`config.mk`:
```
export PLATFORM = sky130hd
export DESIGN_NAME = mcj_monitor
export DESIGN_NICKNAME = d
export VERILOG_FILES = /design/src/rtl/mcj_pkg.sv /design/src/rtl/mcj_peak_if.sv /design/src/rtl/mcj_peak_store.sv /design/src/rtl/mcj_monitor.sv
export SDC_FILE = /design/constraint.sdc
export NUM_CORES = 1
export LEC_CHECK = 0
export CAP_MARGIN = 0
export CORE_UTILIZATION = 58
export CTS_CLUSTER_SIZE = 20
export DETAILED_ROUTE_END_ITERATION = 6
export DONT_BUFFER_PORTS = 1
export PLACE_DENSITY = 0.76
export REMOVE_ABC_BUFFERS = 1
export SLEW_MARGIN = 20
export SYNTH_ARGS = -nofsm -noshare
export SYNTH_HDL_FRONTEND = slang
export SYNTH_SLANG_ARGS = --single-unit
export TNS_END_PERCENT = 10
```
`constraint.sdc`:
```
create_clock -name mclk -period 2.4 [get_ports mclk]
set_input_delay 0.24 -clock mclk [delete_from_list [all_inputs] [get_ports mclk]]
set_output_delay 0.24 -clock mclk [all_outputs]
set_load 0.02 [all_outputs]
```
`src/rtl/mcj_pkg.sv`:
```
// Constants and types for the spare monitoring channel and its jitter meter.
// Assumes one clock (mclk, 20 MHz) and a synchronous active-high reset.
//
// Summary of operation
// Spare channel works as an ordinary line channel or as a monitor.
// Six-bit source select picks any rx/tx of sixteen channels; zero is off.
// Monitoring forces external impedance match, ignoring the termination setting.
// Software programs spare receiver like the monitored path, line settings excepted.
// Monitored signal is processed normally; monitored path itself is untouched.
// Monitored signal goes through recovery onto spare receive clock and data.
// Spare loss-of-signal detector keeps watching the monitored signal.
// In monitor mode remote loopback drives the monitored signal onto spare transmit.
// Jitter meter runs only while the spare jitter attenuator is enabled.
// Control bit 0 selects the measured jitter bandwidth.
// Peaks reported as high/low byte pair equal to jitter UIpp times 16.
// Control bit 1 picks one-second automatic period or manual period.
// One-second timer counts master clock cycles.
// Each expiry sets overflow flag bit 0; interrupt raised unless mask bit 0.
// Overflow flag clears only when software writes one to it.
// On expiry peaks are copied to report registers and buffers cleared.
// In manual mode a rising stop bit 2 copies peaks and clears buffers.
// Software reads peaks before the next update overwrites them.
// Peak buffers keep the larger of stored value and new sample.
// Reset clears buffers, reported peaks and the one-second timer.
package mcj_pkg;

  // ------------------------------------------------------------
  // Register offsets
  // ------------------------------------------------------------
  localparam logic [3:0] ADDR_MONITOR_SELECT  = 4'h0;
  localparam logic [3:0] ADDR_JITTER_CONTROL  = 4'h1;
  localparam logic [3:0] ADDR_TIMER_STATUS    = 4'h2;
  localparam logic [3:0] ADDR_POS_PEAK_HIGH   = 4'h3;
  localparam logic [3:0] ADDR_POS_PEAK_LOW    = 4'h4;
  localparam logic [3:0] ADDR_NEG_PEAK_HIGH   = 4'h5;
  localparam logic [3:0] ADDR_NEG_PEAK_LOW    = 4'h6;
  localparam logic [3:0] ADDR_GLOBAL_CONFIG   = 4'h7;
  localparam logic [3:0] ADDR_CHANNEL_CONTROL = 4'h8;

  // ------------------------------------------------------------
  // Field positions
  // ------------------------------------------------------------
  localparam int BIT_BANDWIDTH    = 0;
  localparam int BIT_PERIOD_MODE  = 1;
  localparam int BIT_MANUAL_STOP  = 2;
  localparam int BIT_OVERFLOW     = 0;
  localparam int BIT_OVF_MASK     = 0;
  localparam int BIT_RJA_ENABLE   = 0;
  localparam int BIT_REMOTE_LOOP  = 1;
  localparam int SEL_MSB          = 5;
  localparam int TERM_MSB         = 2;
  localparam int TERM_LSB         = 4;

  // ------------------------------------------------------------
  // Reset values
  // ------------------------------------------------------------
  localparam logic [7:0] RST_MONITOR_SELECT = 8'h00;
  localparam logic [7:0] RST_JITTER_CONTROL = 8'h00;
  localparam logic [7:0] RST_GLOBAL_CONFIG  = 8'h00;
  localparam logic [7:0] RST_CHANNEL_CTRL   = 8'h00;
  localparam logic [7:0] RST_UNMAPPED       = 8'h00;

  // ------------------------------------------------------------
  // Timing
  // ------------------------------------------------------------
  localparam int CLOCK_HZ      = 20_000_000;
  localparam int PERIOD_MS     = 1000;
  localparam int PERIOD_CYCLES = CLOCK_HZ / 1000 * PERIOD_MS;

  // Peak width: sixteen bits, the high/low register pair
  localparam int PEAK_W = 16;

  typedef enum logic [1:0] {
    MCJ_IDLE,
    MCJ_MEASURE
  } mcj_state_t;

endpackage

```
`src/rtl/mcj_peak_if.sv`:
```
// Carrier between jitter meter top and its peak store.
// Assumes both ends run on the same mclk.
`timescale 1ns/10ps
interface mcj_peak_if;
  import mcj_pkg::*;
  logic              sample_valid;
  logic [PEAK_W-1:0] pos_sample;
  logic [PEAK_W-1:0] neg_sample;
  logic              transfer;
  logic              clear;
  logic [PEAK_W-1:0] pos_report;
  logic [PEAK_W-1:0] neg_report;

  modport ctrl  (output sample_valid, output pos_sample, output neg_sample,
                 output transfer, output clear, input pos_report, input neg_report);
  modport store (input sample_valid, input pos_sample, input neg_sample,
                 input transfer, input clear, output pos_report, output neg_report);
endinterface

```
`src/rtl/mcj_peak_store.sv`:
```
// Peak buffers and reported peak registers of the jitter meter.
// Assumes samples and transfer pulses are synchronous to mclk.
`timescale 1ns/10ps
module mcj_peak_store (
  input  wire logic   mclk,
  input  wire logic   rst,
  mcj_peak_if.store   pk
);
  import mcj_pkg::*;

  typedef struct packed {
    logic [PEAK_W-1:0] pos_buf;
    logic [PEAK_W-1:0] neg_buf;
    logic [PEAK_W-1:0] pos_rep;
    logic [PEAK_W-1:0] neg_rep;
  } mcj_store_t;

  mcj_store_t st;
  mcj_store_t next_st;

  // ------------------------------------------------------------
  // Accumulate and transfer
  // ------------------------------------------------------------
  // The sample in the transfer cycle joins the outgoing round so none is lost
  always_comb begin
    logic [PEAK_W-1:0] pmax;
    logic [PEAK_W-1:0] nmax;
    pmax = st.pos_buf;
    nmax = st.neg_buf;
    next_st = st;
    if (pk.sample_valid) begin
      if (pk.pos_sample > pmax) pmax = pk.pos_sample;
      if (pk.neg_sample > nmax) nmax = pk.neg_sample;
    end
    next_st.pos_buf = pmax;
    next_st.neg_buf = nmax;
    if (pk.transfer) begin
      next_st.pos_rep = pmax;
      next_st.neg_rep = nmax;
      next_st.pos_buf = '0;
      next_st.neg_buf = '0;
    end else if (pk.clear) begin
      next_st.pos_buf = '0;
      next_st.neg_buf = '0;
    end
  end

  // Reset empties everything
  always_ff @(posedge mclk) begin
    if (rst) begin
      st <= '0;
    end else begin
      st <= next_st;
    end
  end

  assign pk.pos_report = st.pos_rep;
  assign pk.neg_report = st.neg_rep;
endmodule

```
`src/rtl/mcj_monitor.sv`:
```
// Spare channel monitor routing and jitter meter with its register port.
// Assumes a plain register port on mclk and line paths sampled on mclk.
//
// Design decisions made here: the address map and strobed register access.
`timescale 1ns/10ps
module mcj_monitor #(
  parameter int NUM_CH        = 16,
  parameter int PERIOD_COUNT  = mcj_pkg::PERIOD_CYCLES
) (
  input  wire logic                       mclk,
  input  wire logic                       rst,
  // Register port
  input  wire logic [3:0]                 reg_addr,
  input  wire logic [7:0]                 reg_wdata,
  input  wire logic                       reg_write,
  input  wire logic                       reg_read,
  output logic [7:0]                      reg_rdata,
  // Line paths of the regular channels (index 0 picked by code 1 on rx, code 17 on tx)
  input  wire logic [NUM_CH-1:0]          rx_line_data,
  input  wire logic [NUM_CH-1:0]          tx_line_data,
  // Spare channel own receive line
  input  wire logic                       spare_line_data,
  // Recovered clock and data from spare recovery circuit
  input  wire logic                       spare_cdr_clock,
  input  wire logic                       spare_cdr_data,
  input  wire logic                       spare_los_detect,
  // Jitter samples from demodulator
  input  wire logic                       jitter_valid,
  input  wire logic [mcj_pkg::PEAK_W-1:0] jitter_pos,
  input  wire logic [mcj_pkg::PEAK_W-1:0] jitter_neg,
  // To the spare channel analog and recovery
  output logic                            spare_cdr_input,
  output logic                            spare_external_match,
  output logic [2:0]                      spare_termination,
  output logic                            spare_monitor_active,
  output logic                            spare_receive_clock_out,
  output logic                            spare_receive_data_out,
  output logic                            spare_los,
  output logic                            spare_transmit_data,
  output logic                            spare_transmit_loop,
  output logic                            jitter_bandwidth_select,
  output logic                            jitter_meter_running,
  output logic                            int_n
);
  import mcj_pkg::*;

  mcj_peak_if pk ();

  typedef struct packed {
    logic [7:0]  monitor_select;
    logic [7:0]  jitter_control;
    logic [7:0]  global_configuration;
    logic [7:0]  channel_control;
    logic        timer_overflow_flag;
    logic [31:0] sec_count;
    logic        stop_prev;
    logic [7:0]  rdata;
    logic        cdr_input;
    logic        ext_match;
    logic [2:0]  term;
    logic        mon_active;
    logic        rclk;
    logic        rdat;
    logic        los;
    logic        tx_data;
    logic        tx_loop;
    logic        bw;
    logic        run;
    logic        irq_n;
    mcj_state_t  state;
  } mcj_regs_t;

  mcj_regs_t r;
  mcj_regs_t next_r;

  // ------------------------------------------------------------
  // Source decode
  // ------------------------------------------------------------
  // Codes 1..N pick a receiver, N+1..2N a transmitter; others read as off
  function automatic logic pick_source(input logic [5:0] sel,
                                       input logic [NUM_CH-1:0] rx,
                                       input logic [NUM_CH-1:0] tx);
    int idx;
    logic v;
    idx = int'(sel);
    v = 1'b0;
    if (idx >= 1 && idx <= NUM_CH) v = rx[idx-1];
    else if (idx > NUM_CH && idx <= 2 * NUM_CH) v = tx[idx-NUM_CH-1];
    return v;
  endfunction

  function automatic logic source_valid(input logic [5:0] sel);
    return (int'(sel) >= 1) && (int'(sel) <= 2 * NUM_CH);
  endfunction

  // ------------------------------------------------------------
  // Next state
  // ------------------------------------------------------------
  logic monitor_on;
  logic auto_mode;
  logic sec_expire;
  logic manual_stop_rise;
  logic transfer;

  always_comb begin
    next_r = r;
    monitor_on = source_valid(r.monitor_select[SEL_MSB:0]);
    auto_mode = r.jitter_control[BIT_PERIOD_MODE];
    sec_expire = 1'b0;
    manual_stop_rise = 1'b0;

    // Meter runs only with the spare jitter attenuator on
    next_r.run = r.channel_control[BIT_RJA_ENABLE];
    next_r.state = r.channel_control[BIT_RJA_ENABLE] ? MCJ_MEASURE : MCJ_IDLE;

    // One-second timer from mclk, held at zero when idle or manual
    if (r.state == MCJ_MEASURE && auto_mode) begin
      if (r.sec_count == 32'(PERIOD_COUNT - 1)) begin
        sec_expire = 1'b1;
        next_r.sec_count = '0;
      end else begin
        next_r.sec_count = r.sec_count + 32'h1;
      end
    end else begin
      next_r.sec_count = '0;
    end

    // Manual stop edge detector on the software bit
    next_r.stop_prev = r.jitter_control[BIT_MANUAL_STOP];
    manual_stop_rise = r.state == MCJ_MEASURE && !auto_mode &&
                       r.jitter_control[BIT_MANUAL_STOP] && !r.stop_prev;
    transfer = sec_expire || manual_stop_rise;

    // Register writes
    if (reg_write) begin
      unique case (reg_addr)
        ADDR_MONITOR_SELECT:  next_r.monitor_select = {2'b00, reg_wdata[SEL_MSB:0]};
        ADDR_JITTER_CONTROL:  next_r.jitter_control = {5'b00000, reg_wdata[2:0]};
        ADDR_GLOBAL_CONFIG:   next_r.global_configuration = {7'h00, reg_wdata[0]};
        ADDR_CHANNEL_CONTROL: next_r.channel_control = {3'b000, reg_wdata[4:0]};
        ADDR_TIMER_STATUS:
          if (reg_wdata[BIT_OVERFLOW]) next_r.timer_overflow_flag = 1'b0;
        default: ;
      endcase
    end
    // Set beats a simultaneous clear
    if (sec_expire) next_r.timer_overflow_flag = 1'b1;

    // Read data, one cycle after the strobe
    next_r.rdata = RST_UNMAPPED;
    if (reg_read) begin
      unique case (reg_addr)
        ADDR_MONITOR_SELECT:  next_r.rdata = r.monitor_select;
        ADDR_JITTER_CONTROL:  next_r.rdata = r.jitter_control;
        ADDR_TIMER_STATUS:    next_r.rdata = {7'h00, r.timer_overflow_flag};
        ADDR_POS_PEAK_HIGH:   next_r.rdata = pk.pos_report[15:8];
        ADDR_POS_PEAK_LOW:    next_r.rdata = pk.pos_report[7:0];
        ADDR_NEG_PEAK_HIGH:   next_r.rdata = pk.neg_report[15:8];
        ADDR_NEG_PEAK_LOW:    next_r.rdata = pk.neg_report[7:0];
        ADDR_GLOBAL_CONFIG:   next_r.rdata = r.global_configuration;
        ADDR_CHANNEL_CONTROL: next_r.rdata = r.channel_control;
        default:              next_r.rdata = RST_UNMAPPED;
      endcase
    end

    // Spare channel input: monitored path or own line, monitored path untouched
    next_r.mon_active = monitor_on;
    next_r.cdr_input = monitor_on ?
      pick_source(r.monitor_select[SEL_MSB:0], rx_line_data, tx_line_data)
      : spare_line_data;
    // Monitoring forces external match and parks termination
    next_r.ext_match = monitor_on;
    next_r.term = monitor_on ? 3'b000 : r.channel_control[TERM_LSB:TERM_MSB];
    // Recovered clock and data straight out
    next_r.rclk = spare_cdr_clock;
    next_r.rdat = spare_cdr_data;
    next_r.los = spare_los_detect;
    // Remote loopback sends the spare channel input (monitored path or own line) out on the spare transmit pair
    next_r.tx_loop = r.channel_control[BIT_REMOTE_LOOP];
    next_r.tx_data = r.channel_control[BIT_REMOTE_LOOP] ? r.cdr_input : 1'b0;
    next_r.bw = r.jitter_control[BIT_BANDWIDTH];
    // Interrupt follows the sticky flag unless masked
    next_r.irq_n = !(next_r.timer_overflow_flag &&
                     !r.global_configuration[BIT_OVF_MASK]);
  end

  // Peak store handshake
  assign pk.sample_valid = jitter_valid && r.state == MCJ_MEASURE;
  assign pk.pos_sample   = jitter_pos;
  assign pk.neg_sample   = jitter_neg;
  assign pk.transfer     = transfer;
  assign pk.clear        = r.state == MCJ_IDLE;

  mcj_peak_store u_store (
    .mclk (mclk),
    .rst  (rst),
    .pk   (pk)
  );

  // ------------------------------------------------------------
  // State register
  // ------------------------------------------------------------
  always_ff @(posedge mclk) begin
    if (rst) begin
      r <= '0;
      r.monitor_select <= RST_MONITOR_SELECT;
      r.jitter_control <= RST_JITTER_CONTROL;
      r.global_configuration <= RST_GLOBAL_CONFIG;
      r.channel_control <= RST_CHANNEL_CTRL;
      r.irq_n <= 1'b1;
      r.state <= MCJ_IDLE;
    end else begin
      r <= next_r;
    end
  end

  // Outputs straight from flops
  assign reg_rdata               = r.rdata;
  assign spare_cdr_input         = r.cdr_input;
  assign spare_external_match    = r.ext_match;
  assign spare_termination       = r.term;
  assign spare_monitor_active    = r.mon_active;
  assign spare_receive_clock_out = r.rclk;
  assign spare_receive_data_out  = r.rdat;
  assign spare_los               = r.los;
  assign spare_transmit_data     = r.tx_data;
  assign spare_transmit_loop     = r.tx_loop;
  assign jitter_bandwidth_select = r.bw;
  assign jitter_meter_running    = r.run;
  assign int_n                   = r.irq_n;
endmodule

```
==> flow_summary.json <==
{
  "postLayoutCellArea_sq_um": 8420,
  "ys_seq_area_share_pct": 37.7,
  "io_buffers": 0,
  "syn_to_final_growth_pct": 18.4,
  "postRouteAntennaNets": 0,
  "leakage_nw": 2.94,
  "cpPeakStageDelay_ns": 0.58,
  "yosysMostFrequentCell": "dfxtp_1",
  "die_h_um": 113,
  "cp_num_buf_inv": 2,
  "crit_start": "u_store.st[60]",
  "overflow": 0,
  "coreArea_sq_um": 12000,
  "vias_per_cell": 6.34,
  "wirelength_mm": 18.6,
  "yosys_warnings": 0,
  "drt-wirelength-per-cell_um": 18.4,
  "root_buffer": "clkbuf_16",
  "n_antenna_cell": 0,
  "drtIter0Drc": 586,
  "crit_chain": "inv_1 > ha_1 > nand4_4 > or4b_4 > nor3_4 > or2_4 > buf_4 > o21ai_0 > a21oi_1",
  "power_density_nw_per_um2": 638,
  "violations": "DRC, setup timing",
  "rr_startpoint": "u_store.st[60]",
  "clk_pin_slew_ns": 0.06,
  "max_freq_ghz": 0.415,
  "setup_viol": 1,
  "min_from": "spare_line_data",
  "ys.flop_type": "dfxtp_1",
  "cp-end-kind": "register",
  "post-route-period-util_pct": 100,
  "setup-tns-final_ns": -0.0120,
  "num-nets-final": 968,
  "dpl-instance-area_sq_um": 7220,
  "synth_top_area_cell": "dfxtp_1",
  "max_cap_viol_count": 0,
  "cp.required_ns": 2.73,
  "synth_seq_cells": 134,
  "netlist_area_sq_um": 7110,
  "r2r_cells": 9,
  "synth_area_leaders": "dfxtp_1, ha_1, nand2_1",
  "dieArea_sq_um": 12700,
  "cp.depth": 9,
  "timing.hold.ws_ns": 0.0113,
  "firstDrtPassIters": 7,
  "syn_area_per_cell_sq_um": 8.67,
  "drc_errors": 2,
  "fill_cells": 861,
  "status": "finished with violations",
  "min_path_cells": 2,
  "htreeDepth": 4,
  "grt_pass1_wl_mm": 30.0,
  "final_core_util_pct": 70.4,
  "max-vdd-ir-drop_mv": 0.474,
  "cp_data_arrival_time_ns": 2.75,
  "grt_pass1_vias": 6332,
  "period_needed_ns": 2.41,
  "min-delay-path-class": "input port to register",
  "hpwl_mm": 12.0,
  "synthTopCellsByCount": "dfxtp_1, nand2_1, a21oi_1, nor2_1, nand3_1",
  "ios": 107,
  "slowest_stage": "or4b_4",
  "critPathKind": "register to register",
  "tightest_slew_ns": 0.933,
  "synth_cells": 820,
  "cts.path.max_buffers": 2,
  "die_w_um": 113,
  "path_delay_family": "simple AND/OR/NAND/NOR gates",
  "synth_cell_types": 60,
  "place.gp.congestion": 0.854,
  "path_max_fanout": 8,
  "synthArstFlopShare_pct": 0,
  "yosysTopAreaCellShare_pct": 37.7,
  "start_util_pct": 59.4,
  "grt_max_degree": 65,
  "drv_slew": 0,
  "antenna_found_initial": 0,
  "clock_skew_ns": 0.00979,
  "cts_tree": "built",
  "rsz0062_at_grt": "true",
  "crit_path_start_kind": "register",
  "clkLatencyLatePin_ns": 0.42,
  "grt.total_usage_pct": 29.9,
  "clock_sink_count": 134,
  "synth_edf_count": 0,
  "row_count": 40,
  "numCtsBuffers": 17,
  "drive_gt1_share_pct": 12.8,
  "vias": 6389,
  "setup_slack_ns": -0.0120,
  "hold_violations": 0,
  "relSlewSlack_pct": 37.6
}
==> cell families (layout without fill, tap and decap cells) <==
logic type,Yosys count,in the layout,synth area share (%)
AOI/OAI and AO/OA,160,160,15.2
xor gates and xnor gates,28,28,3.45
DFF,134,134,37.7
adders and majority gates,35,35,6.16
buffers and inverters,103,144,7.25
muxes,36,36,6.88
and+or+nand+nor,324,324,23.3
==> layout by cell type, fill, tap and decap left out, drive strengths merged, types with 23 or more instances in the layout <==
master       synthesis  layout
nand2               95      95
buf                 39      25
ha                  35      35
dlygate4sd3          0      46
o211ai              32      32
nand4               43      43
inv                 41      42
mux2i               23      23
nor2                61      61
dfxtp              134     134
o21ai               40      40
a21oi               59      59
nand3               51      51
==> report_power, final <==
part	internal [mW]	switching, mW
registers	2.23	0.0146
logic	0.157	0.163
clock network	1.77	1.03
==> sequential cells by signal, indices dropped and copies added, names as in the netlist <==
| name | cells |
|---|---|
| auto_mode | 1 |
| next_r | 4 |
| r | 44 |
| spare_monitor_active | 1 |
| int_n | 1 |
| spare_transmit_loop | 1 |
| reg_rdata | 8 |
| spare_receive_data_out | 1 |
| u_store.st | 32 |
| jitter_meter_running | 1 |
| spare_termination | 3 |
| spare_receive_clock_out | 1 |
| u_store.pk.neg_report | 16 |
| spare_los | 1 |
| spare_cdr_input | 1 |
| jitter_bandwidth_select | 1 |
| spare_transmit_data | 1 |
| u_store.pk.pos_report | 16 |
==> cell type report <==
| type | count | area, sq um | share of cell area (%) |
|---|---|---|---|
| Sequential cell | 134 | 2680 | 31.9 |
| Tap cell | 147 | 184 | 2.18 |
| Clock buffer | 18 | 439 | 5.22 |
| Multi-Input combinational cell | 583 | 4010 | 47.6 |
| Clock inverter | 14 | 200 | 2.38 |
| Inverter | 41 | 154 | 1.83 |
| Timing Repair Buffer | 71 | 751 | 8.92 |
==> through the flow <==
stage	instances	power, mW	worst slack [ns]
floorplan	758	2.45	-0.755
global placement	929	2.51	-0.0180
detailed placement	929	2.52	-0.0796
CTS	1007	5.38	0.0144
global route	1008	5.52	-0.126
finish	1008	5.37	-0.0120
==> timing repair <==
action,in CTS,in global routing
pin swaps,1,6
endpoints found under the setup margin,38,48
gates resized for setup,5,17
hold endpoints to repair,80,0
setup buffers,0,1
hold buffers,46,0
==> worst paths after layout <==
check | end | slack [ns]
worst max-delay path | u_store.st[59] | -0.01
worst min-delay path | spare_cdr_input | 0.01
worst max register to register | u_store.st[59] | -0.01
worst min register to register | r[25] | 0.45
==> metal layers <==
layer | vias to the layer above | GRT usage, % | wire (um)
met1 | 3071 | 36.5 | 7400
met3 | 41 | 5.57 | 1470
li1 | 2980 | - | -
met5 | - | 0 | 0
met2 | 297 | 51.5 | 9200
met4 | 0 | 12.8 | 491
Power figures use the tool's default switching activity.
